## config.mk

```make
export PLATFORM = sky130hd
export DESIGN_NAME = rx_path_control_regs
export DESIGN_NICKNAME = d
export VERILOG_FILES = /design/src/verilog/rx_ctrl_pkg.sv /design/src/verilog/rx_frame_trim.sv /design/src/verilog/rx_path_control_regs.sv
export SDC_FILE = /design/constraint.sdc
export NUM_CORES = 1
export LEC_CHECK = 0
export ABC_CLOCK_PERIOD_IN_PS = 7950
export BUFFER_PORTS_ARGS = -buffer_cell sky130_fd_sc_hd__buf_2
export CAP_MARGIN = 25
export CELL_PAD_IN_SITES_DETAIL_PLACEMENT = 1
export CELL_PAD_IN_SITES_GLOBAL_PLACEMENT = 2
export CORE_MARGIN = 1.5
export CORE_UTILIZATION = 35
export CTS_BUF_LIST = sky130_fd_sc_hd__clkbuf_4
export CTS_CLUSTER_SIZE = 25
export DETAILED_ROUTE_END_ITERATION = 8
export GPL_TIMING_DRIVEN = 0
export PLACE_DENSITY_LB_ADDON = 0.3
export SKIP_CTS_REPAIR_TIMING = 1
export SYNTH_ARGS = -nofsm -noshare
export SYNTH_HDL_FRONTEND = slang
export SYNTH_SLANG_ARGS = --single-unit
```

## constraint.sdc

```tcl
create_clock -name i_clk -period 7.95 [get_ports i_clk]
set_input_delay 0 -clock i_clk [delete_from_list [all_inputs] [get_ports i_clk]]
set_output_delay 0 -clock i_clk [all_outputs]
set_load 0.03 [all_outputs]
```

## src/verilog/rx_ctrl_pkg.sv

```systemverilog
// constants and carriers for the receive-path control registers
// assumes one csr clock; word addressing on the csr port
package rx_ctrl_pkg;

  // csr word address width covers offsets 0x00..0xff
  localparam int CSR_AW = 8;

  // word offsets
  localparam logic [CSR_AW-1:0] OFS_ENA_CTRL = 8'h00;
  localparam logic [CSR_AW-1:0] OFS_ENA_STAT = 8'h01;
  localparam logic [CSR_AW-1:0] OFS_STRIP    = 8'h40;
  localparam logic [CSR_AW-1:0] OFS_VERIFY   = 8'h80;

  // reset values
  localparam logic [31:0] RST_ENA_CTRL = 32'h0;
  localparam logic [31:0] RST_STRIP    = 32'h1;
  localparam logic [31:0] RST_VERIFY   = 32'h2;

  // field positions
  localparam int BIT_RX_OFF    = 0;
  localparam int BIT_FCS_STRIP = 0;
  localparam int BIT_PAD_STRIP = 1;
  localparam int BIT_VERIFY_EN = 1;

  // frame layout
  localparam int FCS_LEN     = 4;
  localparam int HDR_LEN     = 14;
  localparam int MIN_PAYLOAD = 46;

  // reflected crc-32 with its good-frame residue
  localparam logic [31:0] CRC_POLY    = 32'hedb88320;
  localparam logic [31:0] CRC_INIT    = 32'hffffffff;
  localparam logic [31:0] CRC_RESIDUE = 32'hdebb20e3;

  typedef struct packed {
    logic              read;
    logic              write;
    logic [CSR_AW-1:0] addr;
    logic [31:0]       wdata;
  } csr_req_s;

  typedef struct packed {
    logic       valid;
    logic       sop;
    logic       eop;
    logic [7:0] data;
  } rx_beat_s;

  typedef struct packed {
    logic path_off;
    logic fcs_strip;
    logic pad_strip;
  } strip_cfg_s;

endpackage

```

## src/verilog/rx_frame_trim.sv

```systemverilog
// byte stream stage: frame drop, fcs strip and pad strip
// assumes frames arrive on the csr clock, framed by sop and eop
`timescale 1ns/100ps

module rx_frame_trim (
  input  wire logic                    i_clk,
  input  wire logic                    i_sys_rst,
  input  wire rx_ctrl_pkg::strip_cfg_s i_cfg,
  input  wire rx_ctrl_pkg::rx_beat_s   i_beat,
  output rx_ctrl_pkg::rx_beat_s        o_beat,
  output logic                         o_path_off
);
  import rx_ctrl_pkg::*;

  typedef struct packed {
    logic [FCS_LEN-1:0][7:0] line;
    logic [2:0]              fill;
    logic [15:0]             in_cnt;
    logic [15:0]             out_cnt;
    logic [15:0]             len;
    logic                    in_frame;
    logic                    drop;
    logic                    fcs_rm;
    logic                    pad_rm;
    logic                    done;
    logic                    path_off;
    rx_beat_s                out;
  } trim_state_s;

  trim_state_s q;
  trim_state_s d;

  // settings are latched at sop so a change never tears a frame
  always_comb begin
    logic        emit;
    logic        last;
    logic [7:0]  byte_c;
    logic [15:0] lim;
    d = q;
    d.out = '0;
    emit = 1'b0;
    last = 1'b0;
    byte_c = 8'h00;
    lim = 16'hffff;
    if (!q.in_frame) begin
      d.path_off = i_cfg.path_off;
    end
    if (i_beat.valid && (i_beat.sop || q.in_frame)) begin
      if (i_beat.sop) begin
        d.drop = i_cfg.path_off;
        d.path_off = i_cfg.path_off;
        // pad bit wins over fcs bit
        d.fcs_rm = i_cfg.pad_strip | i_cfg.fcs_strip;
        d.pad_rm = i_cfg.pad_strip;
        d.fill = 3'd0;
        d.in_cnt = 16'h0;
        d.out_cnt = 16'h0;
        d.len = 16'hffff;
        d.done = 1'b0;
      end
      d.in_frame = !i_beat.eop;
      // length/type field, high byte first
      if (d.in_cnt == 16'(HDR_LEN - 2)) begin
        d.len = {i_beat.data, 8'hff};
      end else if (d.in_cnt == 16'(HDR_LEN - 1)) begin
        d.len[7:0] = i_beat.data;
      end
      if (d.in_cnt != 16'hffff) begin
        d.in_cnt = d.in_cnt + 16'h1;
      end
      if (!d.fcs_rm) begin
        emit = 1'b1;
        byte_c = i_beat.data;
        last = i_beat.eop;
      end else begin
        // fcs strip, hold last four bytes back
        if (d.fill == 3'(FCS_LEN)) begin
          emit = 1'b1;
          byte_c = q.line[FCS_LEN-1];
          last = i_beat.eop;
        end else begin
          d.fill = d.fill + 3'd1;
        end
        d.line = {q.line[FCS_LEN-2:0], i_beat.data};
      end
      if (d.pad_rm && d.len < 16'(MIN_PAYLOAD)) begin
        lim = 16'(HDR_LEN) + d.len;
        if (d.out_cnt >= lim) begin
          emit = 1'b0;
        end else if (d.out_cnt == lim - 16'h1) begin
          last = 1'b1;
        end
      end
      // trimmed bytes reach the client output
      if (emit && !d.done && !d.drop) begin
        d.out.valid = 1'b1;
        d.out.sop = (d.out_cnt == 16'h0);
        d.out.eop = last;
        d.out.data = byte_c;
      end
      if (emit && d.out_cnt != 16'hffff) begin
        d.out_cnt = d.out_cnt + 16'h1;
      end
      if (emit && last) begin
        d.done = 1'b1;
      end
    end
  end

  // state register
  always_ff @(posedge i_clk or posedge i_sys_rst) begin
    if (i_sys_rst) begin
      q <= '0;
    end else begin
      q <= d;
    end
  end

  assign o_beat = q.out;
  assign o_path_off = q.path_off;

endmodule

```

## src/verilog/rx_path_control_regs.sv

```systemverilog
// receive-path control and status registers with fcs checker
// assumes the csr port and rx stream share i_clk; reads answer next cycle
`timescale 1ns/100ps

module rx_path_control_regs (
  input  wire logic                  i_clk,
  input  wire logic                  i_sys_rst,
  input  wire rx_ctrl_pkg::csr_req_s i_csr,
  output logic [31:0]                o_csr_rdata,
  output logic                       o_csr_rdvalid,
  input  wire rx_ctrl_pkg::rx_beat_s i_rx,
  output rx_ctrl_pkg::rx_beat_s      o_receive_stream_data_out,
  output logic                       o_fcs_err
);
  import rx_ctrl_pkg::*;

  typedef struct packed {
    logic        rx_off;
    logic        fcs_strip;
    logic        pad_strip;
    logic        verify_en;
    logic [31:0] rdata;
    logic        rdvalid;
    logic [31:0] crc;
    logic        in_frame;
    logic        chk_on;
    logic        fcs_err;
  } regs_state_s;

  localparam regs_state_s STATE_RST = '{
    rx_off:    RST_ENA_CTRL[BIT_RX_OFF],
    fcs_strip: RST_STRIP[BIT_FCS_STRIP],
    pad_strip: RST_STRIP[BIT_PAD_STRIP],
    verify_en: RST_VERIFY[BIT_VERIFY_EN],
    default:   '0
  };

  regs_state_s q;
  regs_state_s d;
  strip_cfg_s  cfg;
  logic        path_off;
  logic        hit_ctrl;
  logic        hit_stat;
  logic        hit_strip;
  logic        hit_verify;

  // one byte of reflected crc-32, lsb first
  function automatic logic [31:0] crc_byte(input logic [31:0] c,
                                           input logic [7:0]  b);
    logic [31:0] r;
    r = c;
    for (int i = 0; i < 8; i++) begin
      if (r[0] ^ b[i]) begin
        r = (r >> 1) ^ CRC_POLY;
      end else begin
        r = r >> 1;
      end
    end
    return r;
  endfunction

  // address decode; anything else is reserved space
  assign hit_ctrl   = (i_csr.addr == OFS_ENA_CTRL);
  assign hit_stat   = (i_csr.addr == OFS_ENA_STAT);
  assign hit_strip  = (i_csr.addr == OFS_STRIP);
  assign hit_verify = (i_csr.addr == OFS_VERIFY);

  // control bits steering the frame stage
  assign cfg.path_off  = q.rx_off;
  assign cfg.fcs_strip = q.fcs_strip;
  assign cfg.pad_strip = q.pad_strip;

  // next state: csr writes, read mux and fcs checker
  always_comb begin
    logic [31:0] crc_c;
    logic        chk_c;
    d = q;
    crc_c = q.crc;
    chk_c = q.chk_on;
    d.rdvalid = i_csr.read;
    d.rdata = 32'h0;
    d.fcs_err = 1'b0;
    if (i_csr.write) begin
      if (hit_ctrl) begin
        d.rx_off = i_csr.wdata[BIT_RX_OFF];
      end
      if (hit_strip) begin
        d.fcs_strip = i_csr.wdata[BIT_FCS_STRIP];
        d.pad_strip = i_csr.wdata[BIT_PAD_STRIP];
      end
      if (hit_verify) begin
        d.verify_en = i_csr.wdata[BIT_VERIFY_EN];
      end
    end
    if (i_csr.read) begin
      if (hit_ctrl) begin
        d.rdata[BIT_RX_OFF] = q.rx_off;
      end
      if (hit_stat) begin
        // live state of the frame stage
        d.rdata[BIT_RX_OFF] = path_off;
      end
      if (hit_strip) begin
        d.rdata[BIT_FCS_STRIP] = q.fcs_strip;
        d.rdata[BIT_PAD_STRIP] = q.pad_strip;
      end
      if (hit_verify) begin
        d.rdata[BIT_VERIFY_EN] = q.verify_en;
      end
    end
    // check runs on the unstripped input stream
    if (i_rx.valid && (i_rx.sop || q.in_frame)) begin
      if (i_rx.sop) begin
        crc_c = CRC_INIT;
        chk_c = q.verify_en && !q.rx_off;
        d.chk_on = chk_c;
      end
      crc_c = crc_byte(crc_c, i_rx.data);
      d.crc = crc_c;
      d.in_frame = !i_rx.eop;
      if (i_rx.eop) begin
        d.fcs_err = chk_c && (crc_c != CRC_RESIDUE);
      end
    end
  end

  // state register; reset gives documented values
  always_ff @(posedge i_clk or posedge i_sys_rst) begin
    if (i_sys_rst) begin
      q <= STATE_RST;
    end else begin
      q <= d;
    end
  end

  // frame stage owns the delay line and the live path state
  rx_frame_trim u_trim (
    .i_clk      (i_clk),
    .i_sys_rst  (i_sys_rst),
    .i_cfg      (cfg),
    .i_beat     (i_rx),
    .o_beat     (o_receive_stream_data_out),
    .o_path_off (path_off)
  );

  // outputs all come from flip-flops
  assign o_csr_rdata   = q.rdata;
  assign o_csr_rdvalid = q.rdvalid;
  assign o_fcs_err     = q.fcs_err;

  // helper: bytes delivered in the current output frame
  logic [15:0] out_len_q;
  always_ff @(posedge i_clk or posedge i_sys_rst) begin
    if (i_sys_rst) begin
      out_len_q <= 16'h0;
    end else if (o_receive_stream_data_out.valid) begin
      out_len_q <= o_receive_stream_data_out.sop ? 16'h1
                                                 : out_len_q + 16'h1;
    end
  end
endmodule

```

==> summary.md <==
| Metric | Value |
|---|---|
| Seq/Total Area, Yosys | 36.0% |
| Die Y | 171 um |
| Initial Util | 35.5% |
| Post-synth EDFFs | 0 |
| Post-synthesis sequential element count | 142 |
| Yosys warns | 0 |
| ANT nets after route | 0 |
| Starting DRT DRC Count | 496 |
| Vias | 8,487 |
| Worst Tran Pin Value | 1.01 ns |
| Post-Syn Instances | 1,103 |
| Die Area | 29,200 um^2 |
| Failing checks | hold timing |
| Met3 usage | 2.91% |
| Core area | 27,800 um^2 |
| Area growth syn-to-layout | 13.5% |
| Crit path max-delay cell type | buf_1 |
| Ys async rst share | 100% |
| Root Buffer | clkbuf_4 |
| GRT overflow | 0 |
| Most frequent cells in the layout | dfrtp_1, nand2_1, xnor2_1 |
| Gr busiest metal | met2 |
| Routed WL | 31.6 mm |
| Placed Area | 10,700 um^2 |
| Worst EP arrival | 7.89 ns |
| Post-DP HPWL | 23.2 mm |
| I/O pin cnt | 100 |
| CTS Buf Count | 17 |
| Number of remaining DRC errors | 0 |
| Final hold vios | 2 |
| R2R Setup Slk | 0.62 ns |
| Hold depth | 3 |
| Yosys cell types | 91 |
| # setup viols final | 0 |
| CTS HTree Levels | 4 |
| Power Dens Cells | 255 nW/um^2 |
| Top cells by area, synth | dfrtp_1, xnor2_1, nand2_1 |
| GRT Util Overall | 22.5% |
| Worst EP required | 8.47 ns |
| Multi-input logic area | 5700 um^2 |
| Fin. max-slew vios | 0 |
| Crit-path max cell delay | 0.48 ns |
| Dominant cell type by area after synthesis | dfrtp_1 |
| Total power | 2.85 mW |
| CP dominant cell by count | clkbuf_2 |
| Crit path max fanout | 19 |
| Clock sinks | 142 |
| Crit path launch type | input port |
| Clock Skews | 0.0314 ns |
| CP startpoint | i_rx[9] |
| CTS tree | built |
| WL/cell | 19.7 um |
| Average cell area after synthesis | 8.95 um^2 |
| Met2 Resource Use GR | 38.1% |
| Unrepaired setup endpoints after global routing | false |
| Die W | 171 um |
| Detailed Routing Iterations Pass 1 | 5 |
| P_leak | 4.85 nW |
| Initial antenna violation count | 1 |
| Crit path capture type | flop |
| Crit Path Class | in2reg |
| Hold_sp | i_rx[7] |
| RR Endpoint | u_trim.q[48]$_DFFE_PP0P_ |
| Layout cell share with drive strength beyond 1 | 17.4% |
| Ys flop type | dfrtp_1 |
| Fmax | 136 MHz |
| Peak supply drop | 0.000149 V |
| PortBufs | 33 |
| Slew HR | 32.3% |
| Reg2reg start | u_trim.q[53]$_DFFE_PP0P_ |
| Max Cap Viol | 0 |
| Post-Syn Area | 9870 um^2 |
| Outcome | complete, but fails checks |
| Vias in the first global route | 8,526 |
| Final Cell Area | 11,200 um^2 |
| Fillers | 3,324 |
| Final net count | 1,288 |
| Routed vias/inst | 5.30 |
| Row Count | 61 |
| Pin count of the biggest net entering global routing | 88 |
| FF/Latch Area | 3560 um^2 |
| Worst min path class | in2reg |
| Clock Latency Late Sink | 0.62 ns |
| Global-route wire length before repair | 49.5 mm |
| Tcrit/Tclk final | 92.8% |
| Worst-path clk slew | 0.17 ns |
| Global Route met1 Usage | 30.2% |
| Worst-case reg-to-reg path depth | 26 |
| Most common cell after layout, fill and taps aside | dfrtp_1 |
| Hold Crit Endpoint | u_trim.o_beat[7]$_DFF_PP0_ |
| Gpl congestion | 0.874 |
| Max Root-Sink Buffers | 2 |
| Worst hold slack | -0.0133 ns |
| Minimum clock period | 7.37 ns |
| Synth top area share | 35.5% |
[routing by layer]
metal | routed length, um | part of all wire (%) | vias up
met5 | 0 | 0 | -
met4 | 495 | 1.6 | 0
met3 | 1010 | 3.2 | 29
met2 | 15300 | 49 | 165
met1 | 14700 | 47 | 4271
li1 | - | - | 4022
[layout make-up]
type / instances / area share [%]
Clock buffer: 17 / 1.14
Sequential cell: 142 / 31.7
Clock inverter: 15 / 1.63
Antenna cell: 1 / 0.0223
Buffer: 105 / 5.77
Timing Repair Buffer: 58 / 3.80
Inverter: 22 / 0.782
Tap cell: 378 / 4.22
Multi-Input combinational cell: 862 / 50.9
[cell families (layout without fill, tap and decap cells)]
family | after synthesis | count (layout) | share of synthesized area [%]
simple gates | 414 | 414 | 21.6
compound gates | 208 | 208 | 13.9
flops | 142 | 142 | 36.0
xor+xnor | 135 | 135 | 12.3
buf+inv | 128 | 217 | 7.36
mux | 50 | 50 | 5.62
fa+ha+maj | 25 | 25 | 3.17
other cells | 1 | 31 | 0.0380
[worst max-delay path: cells and delay by family]
kind | cells | cell delay (ns)
fa+ha+maj | 2 | 0.61
compound gates | 8 | 1.79
buf+inv | 9 | 2.95
simple gates | 10 | 1.91
xor+xnor | 2 | 0.57
[state kept, by name, summed over array words and instances, names as in the netlist]
| register | count |
|---|---|
| u_trim.q | 88 |
| cfg | 3 |
| o_fcs_err | 1 |
| u_trim.o_path_off | 1 |
| q | 35 |
| u_trim.o_beat | 11 |
| o_csr_rdata | 2 |
| o_csr_rdvalid | 1 |
[through the flow]
stage	setup slack [ns]	utilization (%)	hold WS (ns)	instances	setup TNS (ns)
after global routing	0.0909	40.3	0.00402	1600	0
after global placement	-1.86	38.2	0.137	1543	-36.20
after detailed placement	-1.85	38.4	0.0977	1546	-35.92
final	0.576	40.3	-0.0133	1600	0
after floorplan	1.85	-	0.0314	1132	0
after CTS	-1.25	39.5	-0.606	1578	-19.77
[worst max path at each step]
stage | endpoint | slack [ns] | cells past startpoint
2_1_floorplan | u_trim.q[48]$_DFFE_PP0P_ | 1.85 | 31
5_1_grt | u_trim.q[48]$_DFFE_PP0P_ | 0.09 | 32
3_3_place_gp | u_trim.q[48]$_DFFE_PP0P_ | -1.86 | 32
4_1_cts | u_trim.q[48]$_DFFE_PP0P_ | -1.25 | 32
6_report | u_trim.q[48]$_DFFE_PP0P_ | 0.58 | 31
3_5_place_dp | u_trim.q[48]$_DFFE_PP0P_ | -1.85 | 32
[report_power, final]
group	leakage, nW	internal (mW)	total [mW]	switching [mW]
registers	1.77	0.910	1.04	0.131
logic	2.91	0.538	1.29	0.748
clock network	0.161	0.151	0.527	0.375
total	4.85	1.60	2.85	1.25
[synthesized netlist by cell type, types with 20 or more instances]
cell type    n
buf_4       43
mux2_2      43
nor2b_1     22
clkbuf_1    44
ha_1        25
xnor2_1     83
xor2_1      49
nor2_1      83
inv_1       22
nor3_1      20
o21ai_0     64
nand3_1     34
nand4_1     21
a21oi_1     48
nand2_1    132
dfrtp_1    140
Power figures use the tool's default switching activity.
